==> config.mk <==
export PLATFORM = sky130hd
export DESIGN_NAME = cycle_logic
export DESIGN_NICKNAME = d
export VERILOG_FILES = /design/src/logic/cycle_logic.v /design/src/logic/gate4.v
export VERILOG_INCLUDE_DIRS = /design/src /design/src/include
export SDC_FILE = /design/constraint.sdc
export NUM_CORES = 2
export LEC_CHECK = 0
export BUFFER_PORTS_ARGS = -buffer_cell sky130_fd_sc_hd__buf_2
export CORE_MARGIN = 2
export CORE_UTILIZATION = 31
export DETAILED_ROUTE_END_ITERATION = 7
export PLACE_DENSITY = 0.51
export SLEW_MARGIN = 20
export SYNTH_ARGS = -nofsm -noshare
export SYNTH_HDL_FRONTEND = slang
export SYNTH_HIERARCHICAL = 1
export SYNTH_SLANG_ARGS = --single-unit
==> constraint.sdc <==
create_clock -name clk_sys -period 6.45 [get_ports clk_sys]
set_clock_uncertainty 0.2 [all_clocks]
set_input_delay 1.29 -clock clk_sys [delete_from_list [all_inputs] [get_ports clk_sys]]
set_output_delay 1.29 -clock clk_sys [all_outputs]
set_load 0.005 [all_outputs]
==> src/include/cycle_logic_map.vh <==
// Constants for the scan-cycle logic element set: register map, field layout, reset values.
// Assumes a 32-bit APB bus, byte addresses, one aligned word per register.
//
// Notes on behaviour
// - Two analog outputs take only analog inputs, analog flags or outputs; others refused.
// - Twenty-seven digital flags and six analog flags present the value applied.
// - Startup flag is high during the first cycle and cleared after it.
// - After the first cycle the startup flag behaves as an ordinary flag; here it reads low for the second cycle, then as written.
// - Two dedicated flags drive onboard and external display backlights.
// - Character-set flag 0 picks the first set, 1 the second.
// - Unused character-set flag leaves the stored message configuration set in force.
// - Flag outputs show the previous cycle value, steady through the current cycle.
// - Eight shift bits are read-only; only the shift function updates them.
// - Four cursor keys act as inputs in RUN or during an active message.
// - Four function keys of the external display act as inputs in RUN.
// - Constant high, constant low and open sources exist for block inputs.
// - Each gate input may be inverted individually.
// - AND gives 1 only when all inputs are 1; open input counts 1.
// - Edge AND: all 1 now and some input was 0 last cycle.
// - NAND gives 0 only when all inputs are 1; open input counts 1.
// - Edge NAND: some input 0 now and all were 1 last cycle.
// - OR gives 1 when any input is 1; open input counts 0.
`ifndef CYCLE_LOGIC_MAP_VH
`define CYCLE_LOGIC_MAP_VH

// Register byte offsets.
`define REG_CTRL       8'h00
`define REG_STATUS     8'h04
`define REG_CYCLE_DIV  8'h08
`define REG_FLAG_NEXT  8'h0C
`define REG_FLAG_OUT   8'h10
`define REG_SHIFT      8'h14
`define REG_AQ0_SRC    8'h18
`define REG_AQ1_SRC    8'h1C
`define REG_AQ_VAL     8'h20
`define REG_AFLAG_BASE 8'h24
`define REG_GATE_OUT   8'h40
`define REG_GATE_BASE  8'h80
`define REG_AFLAG_END  8'h3C
`define REG_GATE_END   8'hC0

// Control and status fields.
`define CTRL_RUN        0
`define CTRL_STEP       1
`define CTRL_RESTART    2
`define CTRL_CS_USED    3
`define CTRL_CS_CFG     4
`define STAT_FIRST      0
`define STAT_REJECT     1

// Sizes.
`define NUM_FLAGS       27
`define NUM_AFLAGS      6
`define NUM_AFUNC       4
`define NUM_GATES       8
`define AW              16

// Dedicated flag positions.
`define FLAG_STARTUP    7
`define FLAG_BL_ONBOARD 24
`define FLAG_BL_EXT     25
`define FLAG_CHARSET    26

// Analog output source types.
`define AQ_SRC_FUNC     2'h0
`define AQ_SRC_AFLAG    2'h1
`define AQ_SRC_AQ       2'h2

// Gate source codes (6 bits).
`define SRC_OPEN        6'h00
`define SRC_LOW         1
`define SRC_HIGH        2
`define SRC_CURSOR      4
`define SRC_FKEY        8
`define SRC_SHIFT       12
`define SRC_GATE        20
`define SRC_DIN         28
`define SRC_FLAG        32

// Gate types.
`define G_AND           3'h0
`define G_AND_EDGE      3'h1
`define G_NAND          3'h2
`define G_NAND_EDGE     3'h3
`define G_OR            3'h4

// Reset values.
`define CTRL_RST        5'h00
`define CYCLE_DIV_RST   16'h0031
`define AQ_SRC_RST      5'h04
`define GATE_PREV_RST   4'hF

`endif

==> src/logic/cycle_logic.v <==
// Scan-cycle logic elements: flags, analog outputs, key inputs and eight basic gates.
// Assumes an APB master on clk_sys and inputs synchronous to clk_sys.
`timescale 1ns/10ps
`include "cycle_logic_map.vh"

module cycle_logic (
   // Clock and reset.
   input wire clk_sys,
   input wire rst_b,
   // APB slave.
   input wire psel,
   input wire penable,
   input wire pwrite,
   input wire [7:0] paddr,
   input wire [31:0] pwdata,
   output wire pready,
   output reg [31:0] prdata,
   output wire pslverr,
   // Operator keys and message state.
   input wire [3:0] cursor_keys,
   input wire [3:0] func_keys,
   input wire msg_active,
   // Digital inputs usable by gates.
   input wire [3:0] dig_in,
   // Shift register function.
   input wire [7:0] shift_bits_in,
   input wire shift_update,
   // Analog function values, four of 16 bits.
   input wire [63:0] analog_func_in,
   // Outputs.
   output wire onboard_backlight,
   output wire ext_backlight,
   output wire msg_charset,
   output reg [15:0] analog_out_conn0,
   output reg [15:0] analog_out_conn1,
   output reg [7:0] gate_out,
   output wire cycle_tick
);

   ////////////////////////////////////////////////////////////////////////////
   // Registers and bus decode.

   reg [4:0] ctrl;
   reg [15:0] cycle_div;
   reg [15:0] div_cnt;
   reg [26:0] flag_next;
   reg [26:0] flag_q;
   reg first_active;
   reg reject;
   reg [7:0] shift_bits;
   reg [4:0] aq0_src;
   reg [4:0] aq1_src;
   reg [95:0] aflag_next;
   reg [95:0] analog_flag;
   reg [23:0] gate_cfg_type;
   reg [255:0] gate_cfg_src;
   reg step_pulse;
   reg restart_pulse;
   reg aq0_bad;
   reg aq1_bad;
   reg next_hit;
   reg [15:0] next_div_cnt;

   wire wr_en;
   wire rd_en;
   wire run;
   wire [26:0] flag_out;
   wire [7:0] cursor_eff;
   wire [3:0] func_eff;
   wire [63:0] src_vec;
   wire aq_wr0;
   wire aq_wr1;
   wire [3:0] gate_idx;
   wire wr_ok;
   wire sel_ctrl;
   wire sel_status;
   wire sel_div;
   wire sel_flag_next;
   wire sel_aflag;
   wire sel_gate;
   wire [7:0] aflag_off;
   wire [2:0] aflag_idx;
   wire [7:0] gate_q;
   wire [31:0] status_word;
   wire [31:0] shift_word;

   assign wr_en = psel & penable & pwrite;
   assign rd_en = psel & penable & ~pwrite;
   assign pready = 1'b1;
   assign pslverr = (wr_en | rd_en) & ~next_hit;
   assign run = ctrl[`CTRL_RUN];
   assign aq_wr0 = wr_ok & (paddr == `REG_AQ0_SRC);
   assign aq_wr1 = wr_ok & (paddr == `REG_AQ1_SRC);
   assign gate_idx = {1'b0, paddr[5:3]};
   // Analog flag words sit one word apart above their base.
   assign aflag_off = paddr - `REG_AFLAG_BASE;
   assign aflag_idx = aflag_off[4:2];

   ////////////////////////////////////////////////////////////////////////////
   // Write decode. Only mapped, aligned words take a write, so nothing aliases.

   assign wr_ok = wr_en & next_hit;
   assign sel_ctrl = wr_ok & (paddr == `REG_CTRL);
   assign sel_status = wr_ok & (paddr == `REG_STATUS);
   assign sel_div = wr_ok & (paddr == `REG_CYCLE_DIV);
   assign sel_flag_next = wr_ok & (paddr == `REG_FLAG_NEXT);
   assign sel_aflag = wr_ok & (paddr >= `REG_AFLAG_BASE) & (paddr < `REG_AFLAG_END);
   assign sel_gate = wr_ok & (paddr >= `REG_GATE_BASE) & (paddr < `REG_GATE_END);

   ////////////////////////////////////////////////////////////////////////////
   // Program cycle timing: a divider tick in RUN, or a single step.

   assign cycle_tick = (run & (div_cnt == 16'h0000)) | step_pulse;

   // The divider reloads while stopped, so RUN always starts a full program cycle.
   always @* begin
      next_div_cnt = div_cnt - 16'h0001;
      if (!run || div_cnt == 16'h0000) begin
         next_div_cnt = cycle_div;
      end
   end

   always @(posedge clk_sys or negedge rst_b) begin
      if (!rst_b) begin
         div_cnt <= `CYCLE_DIV_RST;
      end else begin
         div_cnt <= next_div_cnt;
      end
   end

   ////////////////////////////////////////////////////////////////////////////
   // Flags.

   // The startup flag reads high for the whole first cycle, low for the next, then as written.
   assign flag_out = flag_q | ({26'h0, first_active} << `FLAG_STARTUP);

   always @(posedge clk_sys or negedge rst_b) begin
      if (!rst_b) begin
         flag_q <= 27'h0;
         first_active <= 1'b1;
         analog_flag <= 96'h0;
      end else if (restart_pulse) begin
         flag_q <= 27'h0;
         first_active <= 1'b1;
      end else if (cycle_tick) begin
         flag_q <= flag_next;
         analog_flag <= aflag_next;
         first_active <= 1'b0;
         if (first_active) begin
            flag_q[`FLAG_STARTUP] <= 1'b0;
         end
      end
   end

   assign onboard_backlight = flag_out[`FLAG_BL_ONBOARD];
   assign ext_backlight = flag_out[`FLAG_BL_EXT];
   assign msg_charset = ctrl[`CTRL_CS_USED] ? flag_out[`FLAG_CHARSET] : ctrl[`CTRL_CS_CFG];

   ////////////////////////////////////////////////////////////////////////////
   // Shift bits, keys and the source vector for gate inputs.

   always @(posedge clk_sys or negedge rst_b) begin
      if (!rst_b) begin
         shift_bits <= 8'h00;
      end else if (shift_update) begin
         shift_bits <= shift_bits_in;
      end
   end

   assign cursor_eff = {4'h0, cursor_keys & {4{run | msg_active}}};
   assign func_eff = func_keys & {4{run}};

   // Code 0 is open, 1 constant low, 2 constant high.
   assign src_vec = {5'h00, flag_out, dig_in, gate_out, shift_bits, func_eff, cursor_eff[3:0], 4'h4};

   ////////////////////////////////////////////////////////////////////////////
   // Basic gates.

   genvar g;
   generate
      for (g = 0; g < `NUM_GATES; g = g + 1) begin : gates
         wire [31:0] cfg;
         wire [3:0] open;
         wire [3:0] inv;
         wire [3:0] val;
         assign cfg = gate_cfg_src[32*g+31:32*g];
         assign open[0] = (cfg[5:0] == `SRC_OPEN);
         assign open[1] = (cfg[13:8] == `SRC_OPEN);
         assign open[2] = (cfg[21:16] == `SRC_OPEN);
         assign open[3] = (cfg[29:24] == `SRC_OPEN);
         assign inv = {cfg[30], cfg[22], cfg[14], cfg[6]};
         assign val = {src_vec[cfg[29:24]], src_vec[cfg[21:16]], src_vec[cfg[13:8]], src_vec[cfg[5:0]]};
         gate4 u_gate (
            .clk_sys(clk_sys),
            .rst_b(rst_b),
            .tick(cycle_tick),
            .gate_type(gate_cfg_type[3*g+2:3*g]),
            .in_inv(inv),
            .in_open(open),
            .in_val(val),
            .q(gate_q[g])
         );
      end
   endgenerate

   // One word gathers the eight gate results.
   always @* begin
      gate_out = gate_q;
   end

   ////////////////////////////////////////////////////////////////////////////
   // Analog outputs.

   // A source is legal only if it names an analog input, analog flag or output.
   always @* begin
      aq0_bad = 1'b1;
      aq1_bad = 1'b1;
      case (pwdata[1:0])
         `AQ_SRC_FUNC: aq0_bad = (pwdata[4:2] >= `NUM_AFUNC);
         `AQ_SRC_AFLAG: aq0_bad = (pwdata[4:2] >= `NUM_AFLAGS);
         `AQ_SRC_AQ: aq0_bad = (pwdata[4:2] != 3'h0);
         default: aq0_bad = 1'b1;
      endcase
      aq1_bad = aq0_bad;
   end

   function [15:0] aq_pick;
      input [4:0] src;
      input [15:0] other;
      input [63:0] func_v;
      input [95:0] af_v;
      begin
         case (src[1:0])
            `AQ_SRC_FUNC: aq_pick = func_v[16*src[4:2] +: 16];
            `AQ_SRC_AFLAG: aq_pick = af_v[16*src[4:2] +: 16];
            `AQ_SRC_AQ: aq_pick = other;
            default: aq_pick = 16'h0000;
         endcase
      end
   endfunction

   always @(posedge clk_sys or negedge rst_b) begin
      if (!rst_b) begin
         analog_out_conn0 <= 16'h0000;
         analog_out_conn1 <= 16'h0000;
      end else if (cycle_tick) begin
         analog_out_conn0 <= aq_pick(aq0_src, analog_out_conn1, analog_func_in, analog_flag);
         analog_out_conn1 <= aq_pick(aq1_src, analog_out_conn0, analog_func_in, analog_flag);
      end
   end

   ////////////////////////////////////////////////////////////////////////////
   // Register writes.

   always @(posedge clk_sys or negedge rst_b) begin
      if (!rst_b) begin
         ctrl <= `CTRL_RST;
         cycle_div <= `CYCLE_DIV_RST;
         flag_next <= 27'h0;
         aflag_next <= 96'h0;
         aq0_src <= `AQ_SRC_RST;
         aq1_src <= `AQ_SRC_RST;
         reject <= 1'b0;
         gate_cfg_type <= 24'h0;
         gate_cfg_src <= 256'h0;
         step_pulse <= 1'b0;
         restart_pulse <= 1'b0;
      end else begin
         step_pulse <= sel_ctrl & pwdata[`CTRL_STEP];
         restart_pulse <= sel_ctrl & pwdata[`CTRL_RESTART];
         if (sel_ctrl) begin
            ctrl <= {pwdata[`CTRL_CS_CFG], pwdata[`CTRL_CS_USED], 2'b00, pwdata[`CTRL_RUN]};
         end
         if (sel_div) begin
            cycle_div <= pwdata[15:0];
         end
         if (sel_flag_next) begin
            flag_next <= pwdata[26:0];
         end
         if (sel_aflag) begin
            aflag_next[16*aflag_idx +: 16] <= pwdata[15:0];
         end
         if (aq_wr0 && !aq0_bad) begin
            aq0_src <= pwdata[4:0];
         end
         if (aq_wr1 && !aq1_bad) begin
            aq1_src <= pwdata[4:0];
         end
         // A refused source sets the sticky flag even in a clearing write.
         if ((aq_wr0 && aq0_bad) || (aq_wr1 && aq1_bad)) begin
            reject <= 1'b1;
         end else if (sel_status && pwdata[`STAT_REJECT]) begin
            reject <= 1'b0;
         end
         if (sel_gate && !paddr[2]) begin
            gate_cfg_type[3*gate_idx +: 3] <= pwdata[2:0];
         end
         if (sel_gate && paddr[2]) begin
            gate_cfg_src[32*gate_idx +: 32] <= pwdata;
         end
      end
   end

   ////////////////////////////////////////////////////////////////////////////
   // Register reads. The shift register word ignores writes.

   // Key summary bits show the keys as gated, as the gates see them.
   assign status_word = {22'h0, func_eff != 4'h0, cursor_eff[3:0] != 4'h0, 6'h0, reject, first_active};
   assign shift_word = {16'h0, func_eff, cursor_eff[3:0], shift_bits};

   always @* begin
      prdata = 32'h0;
      next_hit = 1'b1;
      if (paddr[1:0] != 2'b00) begin
         next_hit = 1'b0;
      end else if (paddr >= `REG_GATE_BASE && paddr < `REG_GATE_END) begin
         if (paddr[2]) begin
            prdata = gate_cfg_src[32*gate_idx +: 32];
         end else begin
            prdata = {29'h0, gate_cfg_type[3*gate_idx +: 3]};
         end
      end else if (paddr >= `REG_AFLAG_BASE && paddr < `REG_AFLAG_END) begin
         prdata = {16'h0, analog_flag[16*aflag_idx +: 16]};
      end else begin
         case (paddr)
            `REG_CTRL: prdata = {27'h0, ctrl};
            `REG_STATUS: prdata = status_word;
            `REG_CYCLE_DIV: prdata = {16'h0, cycle_div};
            `REG_FLAG_NEXT: prdata = {5'h0, flag_next};
            `REG_FLAG_OUT: prdata = {5'h0, flag_out};
            `REG_SHIFT: prdata = shift_word;
            `REG_AQ0_SRC: prdata = {27'h0, aq0_src};
            `REG_AQ1_SRC: prdata = {27'h0, aq1_src};
            `REG_AQ_VAL: prdata = {analog_out_conn1, analog_out_conn0};
            `REG_GATE_OUT: prdata = {24'h0, gate_out};
            default: next_hit = 1'b0;
         endcase
      end
   end

endmodule

==> src/logic/gate4.v <==
// One four-input basic gate with per-input inversion and edge evaluation.
// Assumes a one-cycle tick that marks the end of each program cycle.
`timescale 1ns/10ps
`include "cycle_logic_map.vh"

module gate4 (
   // Clock and reset.
   input wire clk_sys,
   input wire rst_b,
   input wire tick,
   // Configuration.
   input wire [2:0] gate_type,
   input wire [3:0] in_inv,
   input wire [3:0] in_open,
   // Input levels.
   input wire [3:0] in_val,
   // Result.
   output reg q
);

   reg [3:0] prev;
   reg [3:0] eff;
   reg next_q;
   wire all_one;
   wire prev_all_one;

   // Open inputs count as 0 for OR and 1 for every other gate.
   always @* begin
      eff = (in_val ^ in_inv) & ~in_open;
      if (gate_type != `G_OR) begin
         eff = eff | in_open;
      end
   end

   assign all_one = &eff;
   assign prev_all_one = &prev;

   always @* begin
      case (gate_type)
         `G_AND: next_q = all_one;
         `G_AND_EDGE: next_q = all_one & ~prev_all_one;
         `G_NAND: next_q = ~all_one;
         `G_NAND_EDGE: next_q = ~all_one & prev_all_one;
         `G_OR: next_q = |eff;
         default: next_q = 1'b0;
      endcase
   end

   always @(posedge clk_sys or negedge rst_b) begin
      if (!rst_b) begin
         q <= 1'b0;
         prev <= `GATE_PREV_RST;
      end else if (tick) begin
         q <= next_q;
         prev <= eff;
      end
   end

endmodule

==> reports/summary.txt <==
Status: finished, final reports clean
Mapped Cells: 4,863
Initial antenna violation count: 30
Combinational fraction of design power: 11.6%
Worst min-delay path category: reg -> reg
Top_reg_cell synth: dfrtp_1
Root Driver: clkbuf_16
Area of the multi-input gates: 0.03135 mm2
Residual DRC: 0
Switching Power: 0.002923 W
Clk pwr share: 45.9%
First-pass GRT wire length: 345.9 mm
CTS Sinks: 655
Top-area cell type share of the netlist area: 30.54%
R2R cell count: 11
Synth cell count leaders: nand2_1 (771), dfrtp_1 (614), mux4_2 (542)
Crit path depth: 11
Asr flop ratio synth: 100.0%
Hold Crit Depth: 2
RSZ-0062 raised after global routing: no
H-tree Lvls: 3
Non-Filler Instances: 6,947
Seq pwr share: 42.5%
Maximum vdd drop: 0.0001949 V
Die Height: 406.9 um
Final core utilization: 34.86%
Layout area overhead: 11.50%
Clk slew on worst S/H paths: 60 ps
FF/Latch Area: 0.01647 mm2
Required time of the critical path: 4960 ps
Setup-failing EPs final: 0
Mean Syn Cell Area: 10.35 um2
# resized after CTS: 0
Fmax: 169.9 MHz
Mapped Area: 0.05031 mm2
Via-per-instance ratio: 6.660
Core Area: 0.1609 mm2
Deepest clock path buffer count: 3
Fill count: 16,217
Fin crit share: 91.27%
Routed wire length: 248.2 mm
Yosys cell types: 91
Largest net degree at the start of global routing: 111
Gr usage total: 29.49%
Number of buffers created by CTS: 77
Worst-path maximum fanout: 11
FP Rows: 147
Latest clock arrival within the worst-skew pair: 730 ps
P_int: 0.007198 W
Routability congestion estimate from global placement: 0.9555
Max Cap Violations: 0
Final hold viol count: 0
Post-synth EDFFs: 0
Detail Placement HPWL: 162.8 mm
Actual slew at the worst max-slew pin: 1192 ps
Critical Path Source Type: input port
#FFs+latches synth: 655
Area leader, netlist: dfrtp_1
Vias in the first global route: 43,673
Kind of critical path: in -> out
Top post-synthesis cells by area: dfrtp_1 (31%), mux4_2 (24%), mux2_2 (6.5%)
Setup TNS: 0 ps
Hold buffers post-CTS: 0
Switching Share: 28.88%
Starting Density: 31.26%
Max-slew headroom: 20.52%
Die area: 0.1655 mm2
Pre-antenna DRT Iters: 6
Max-slew violation count: 0
Crit-path cells: buf_2 -> ha_1 -> or3b_1 -> nor2_1 -> a211oi_1 -> nor2_2 -> buf_4 -> a21oi_1 -> buf_4 -> nor2_1 -> buf_2
DRT antenna net count: 0
DR WL/cell: 35.72 um
Yosys warnings: 6
Critical path arrival: 4400 ps
Slowest cell on crit path: nor2_1
P per Cell Area: 180.4 mW/mm2
Most numerous cell in the Yosys netlist: nand2_1
Port bufs: 207
CP top delay family: simple AND/OR/NAND/NOR gates
Tmin final: 5887 ps
Seq/Total Area, Yosys: 32.68%
CP Buf/Inv Count: 4
Top-Level Pins: 209
Post-CTS setup buffer count: 0
Chip Width: 406.9 um
Max stage delay on crit path: 510 ps
Worst setup EP type: output pin
Via count: 46,265
Leak Pwr: 21.30 nW
Initial DRC Count: 7,110
Placed cells: 6,796
Total Nets Final: 4,860
TritonCTS clock tree: yes
Share of cells above drive strength 1: 31.48%
GRT overflow: 0
Syn nets: 5,008
[per-stage QoR]
step / power, W / instance area [um2] / hold WS (ps) / worst slack (ps)
global placement: 0.005480 / 53410 / 245.6 / 760.0
floorplan: 0.004871 / 50310 / 233.1 / 805.1
detailed placement: 0.005489 / 53420 / 253.6 / 704.6
CTS: 0.01011 / 56040 / 267.0 / 688.4
global route: 0.01036 / 56080 / 291.0 / 433.6
finish: 0.01012 / 56100 / 263.9 / 563.1
[logic make-up after synthesis]
kind of cell | Yosys count | synth area share, %
simple gates | 1376 | 12.43
compound gates | 1009 | 12.79
flops | 655 | 32.68
other cells | 1 | 0.007454
mux | 1069 | 35.58
xor+xnor | 48 | 0.8505
buf+inv | 691 | 5.322
fa+ha+maj | 14 | 0.3482
[path summary, 6_finish.rpt]
kind	to	from	slack, ps
hold / removal	aflag_next[64]	aflag_next[64]	260
hold reg to reg	aflag_next[64]	aflag_next[64]	260
max in group asynchronous	flag_next[2]	rst_b	4310
min in group asynchronous	flag_q[21]	rst_b	420
setup reg to reg	gates[4].u_gate/q	ctrl[0]	1610
setup / recovery	prdata[26]	paddr[2]	560
[cells in the final DEF (no fill, tap or decap), types with 56 or more instances in the layout]
cell type | synthesis | routed
a22oi_1 | 67 | 67
mux2i_1 | 218 | 218
mux4_2 | 542 | 542
mux2_2 | 291 | 291
clkbuf_16 | 0 | 77
nand2_1 | 771 | 769
o21ai_0 | 345 | 345
buf_2 | 49 | 203
inv_1 | 57 | 56
a21oi_1 | 239 | 238
buf_4 | 4 | 187
nand3_1 | 110 | 110
a22o_1 | 91 | 91
dfrtp_1 | 614 | 593
nor2_1 | 189 | 183
[routing by layer]
layer	share of wire (%)	GRT usage [%]	vias up
met2	42	42.10	3912
li1	-	-	17985
met1	37	38.23	23444
met3	15	11.71	886
met4	6.5	15.41	38
met5	0.14	0.2974	-
[power by group through the flow]
| stage | Clock, W | Sequential, W | Combinational, W |
|---|---|---|---|
| after detailed placement | 0 | 0.00437 | 0.00112 |
| final | 0.00464 | 0.00431 | 0.00117 |
| after CTS | 0.00469 | 0.00429 | 0.00113 |
| after global routing | 0.00486 | 0.00430 | 0.00120 |
| after global placement | 0 | 0.00437 | 0.00112 |
| after floorplan | 0 | 0.00428 | 0.000593 |
[cell type report]
class                           instances  share of cell area (%)
Clock inverter                         27                  0.6847
Timing Repair Buffer                  405                   4.824
Inverter                               59                  0.4037
Tap cell                             2160                   4.818
Clock buffer                          114                   3.986
Multi-Input combinational cell       3517                   55.88
Antenna cell                           10                 0.04461
Sequential cell                       655                   29.36
[worst reg2reg max path, stage by stage (launching register included)]
cell and delay, ps:
dfrtp_2 850, or2_2 960, buf_4 410, a31oi_1 120, a31oi_1 190, o21ai_0 100
a21oi_1 160, xnor2_1 90, mux2i_1 840, nand4_1 260, mux2_4 360, a211oi_2 200
[sequential cells by signal, summed over array words and instances, names as in the netlist, 3 cells and up]
name and count:
analog_out_conn1 16, analog_flag 96, div_cnt 16, aflag_next 96, cycle_div 16, aq0_src 5
analog_out_conn0 16, flag_next 27, ctrl 3, gates.u_gate/q 8, flag_q 27, gate_cfg_src 256
shift_bits 8, gate_cfg_type 24, gates.u_gate/prev 32, aq1_src 5
Note: power is estimated with default switching activity, not from simulation.
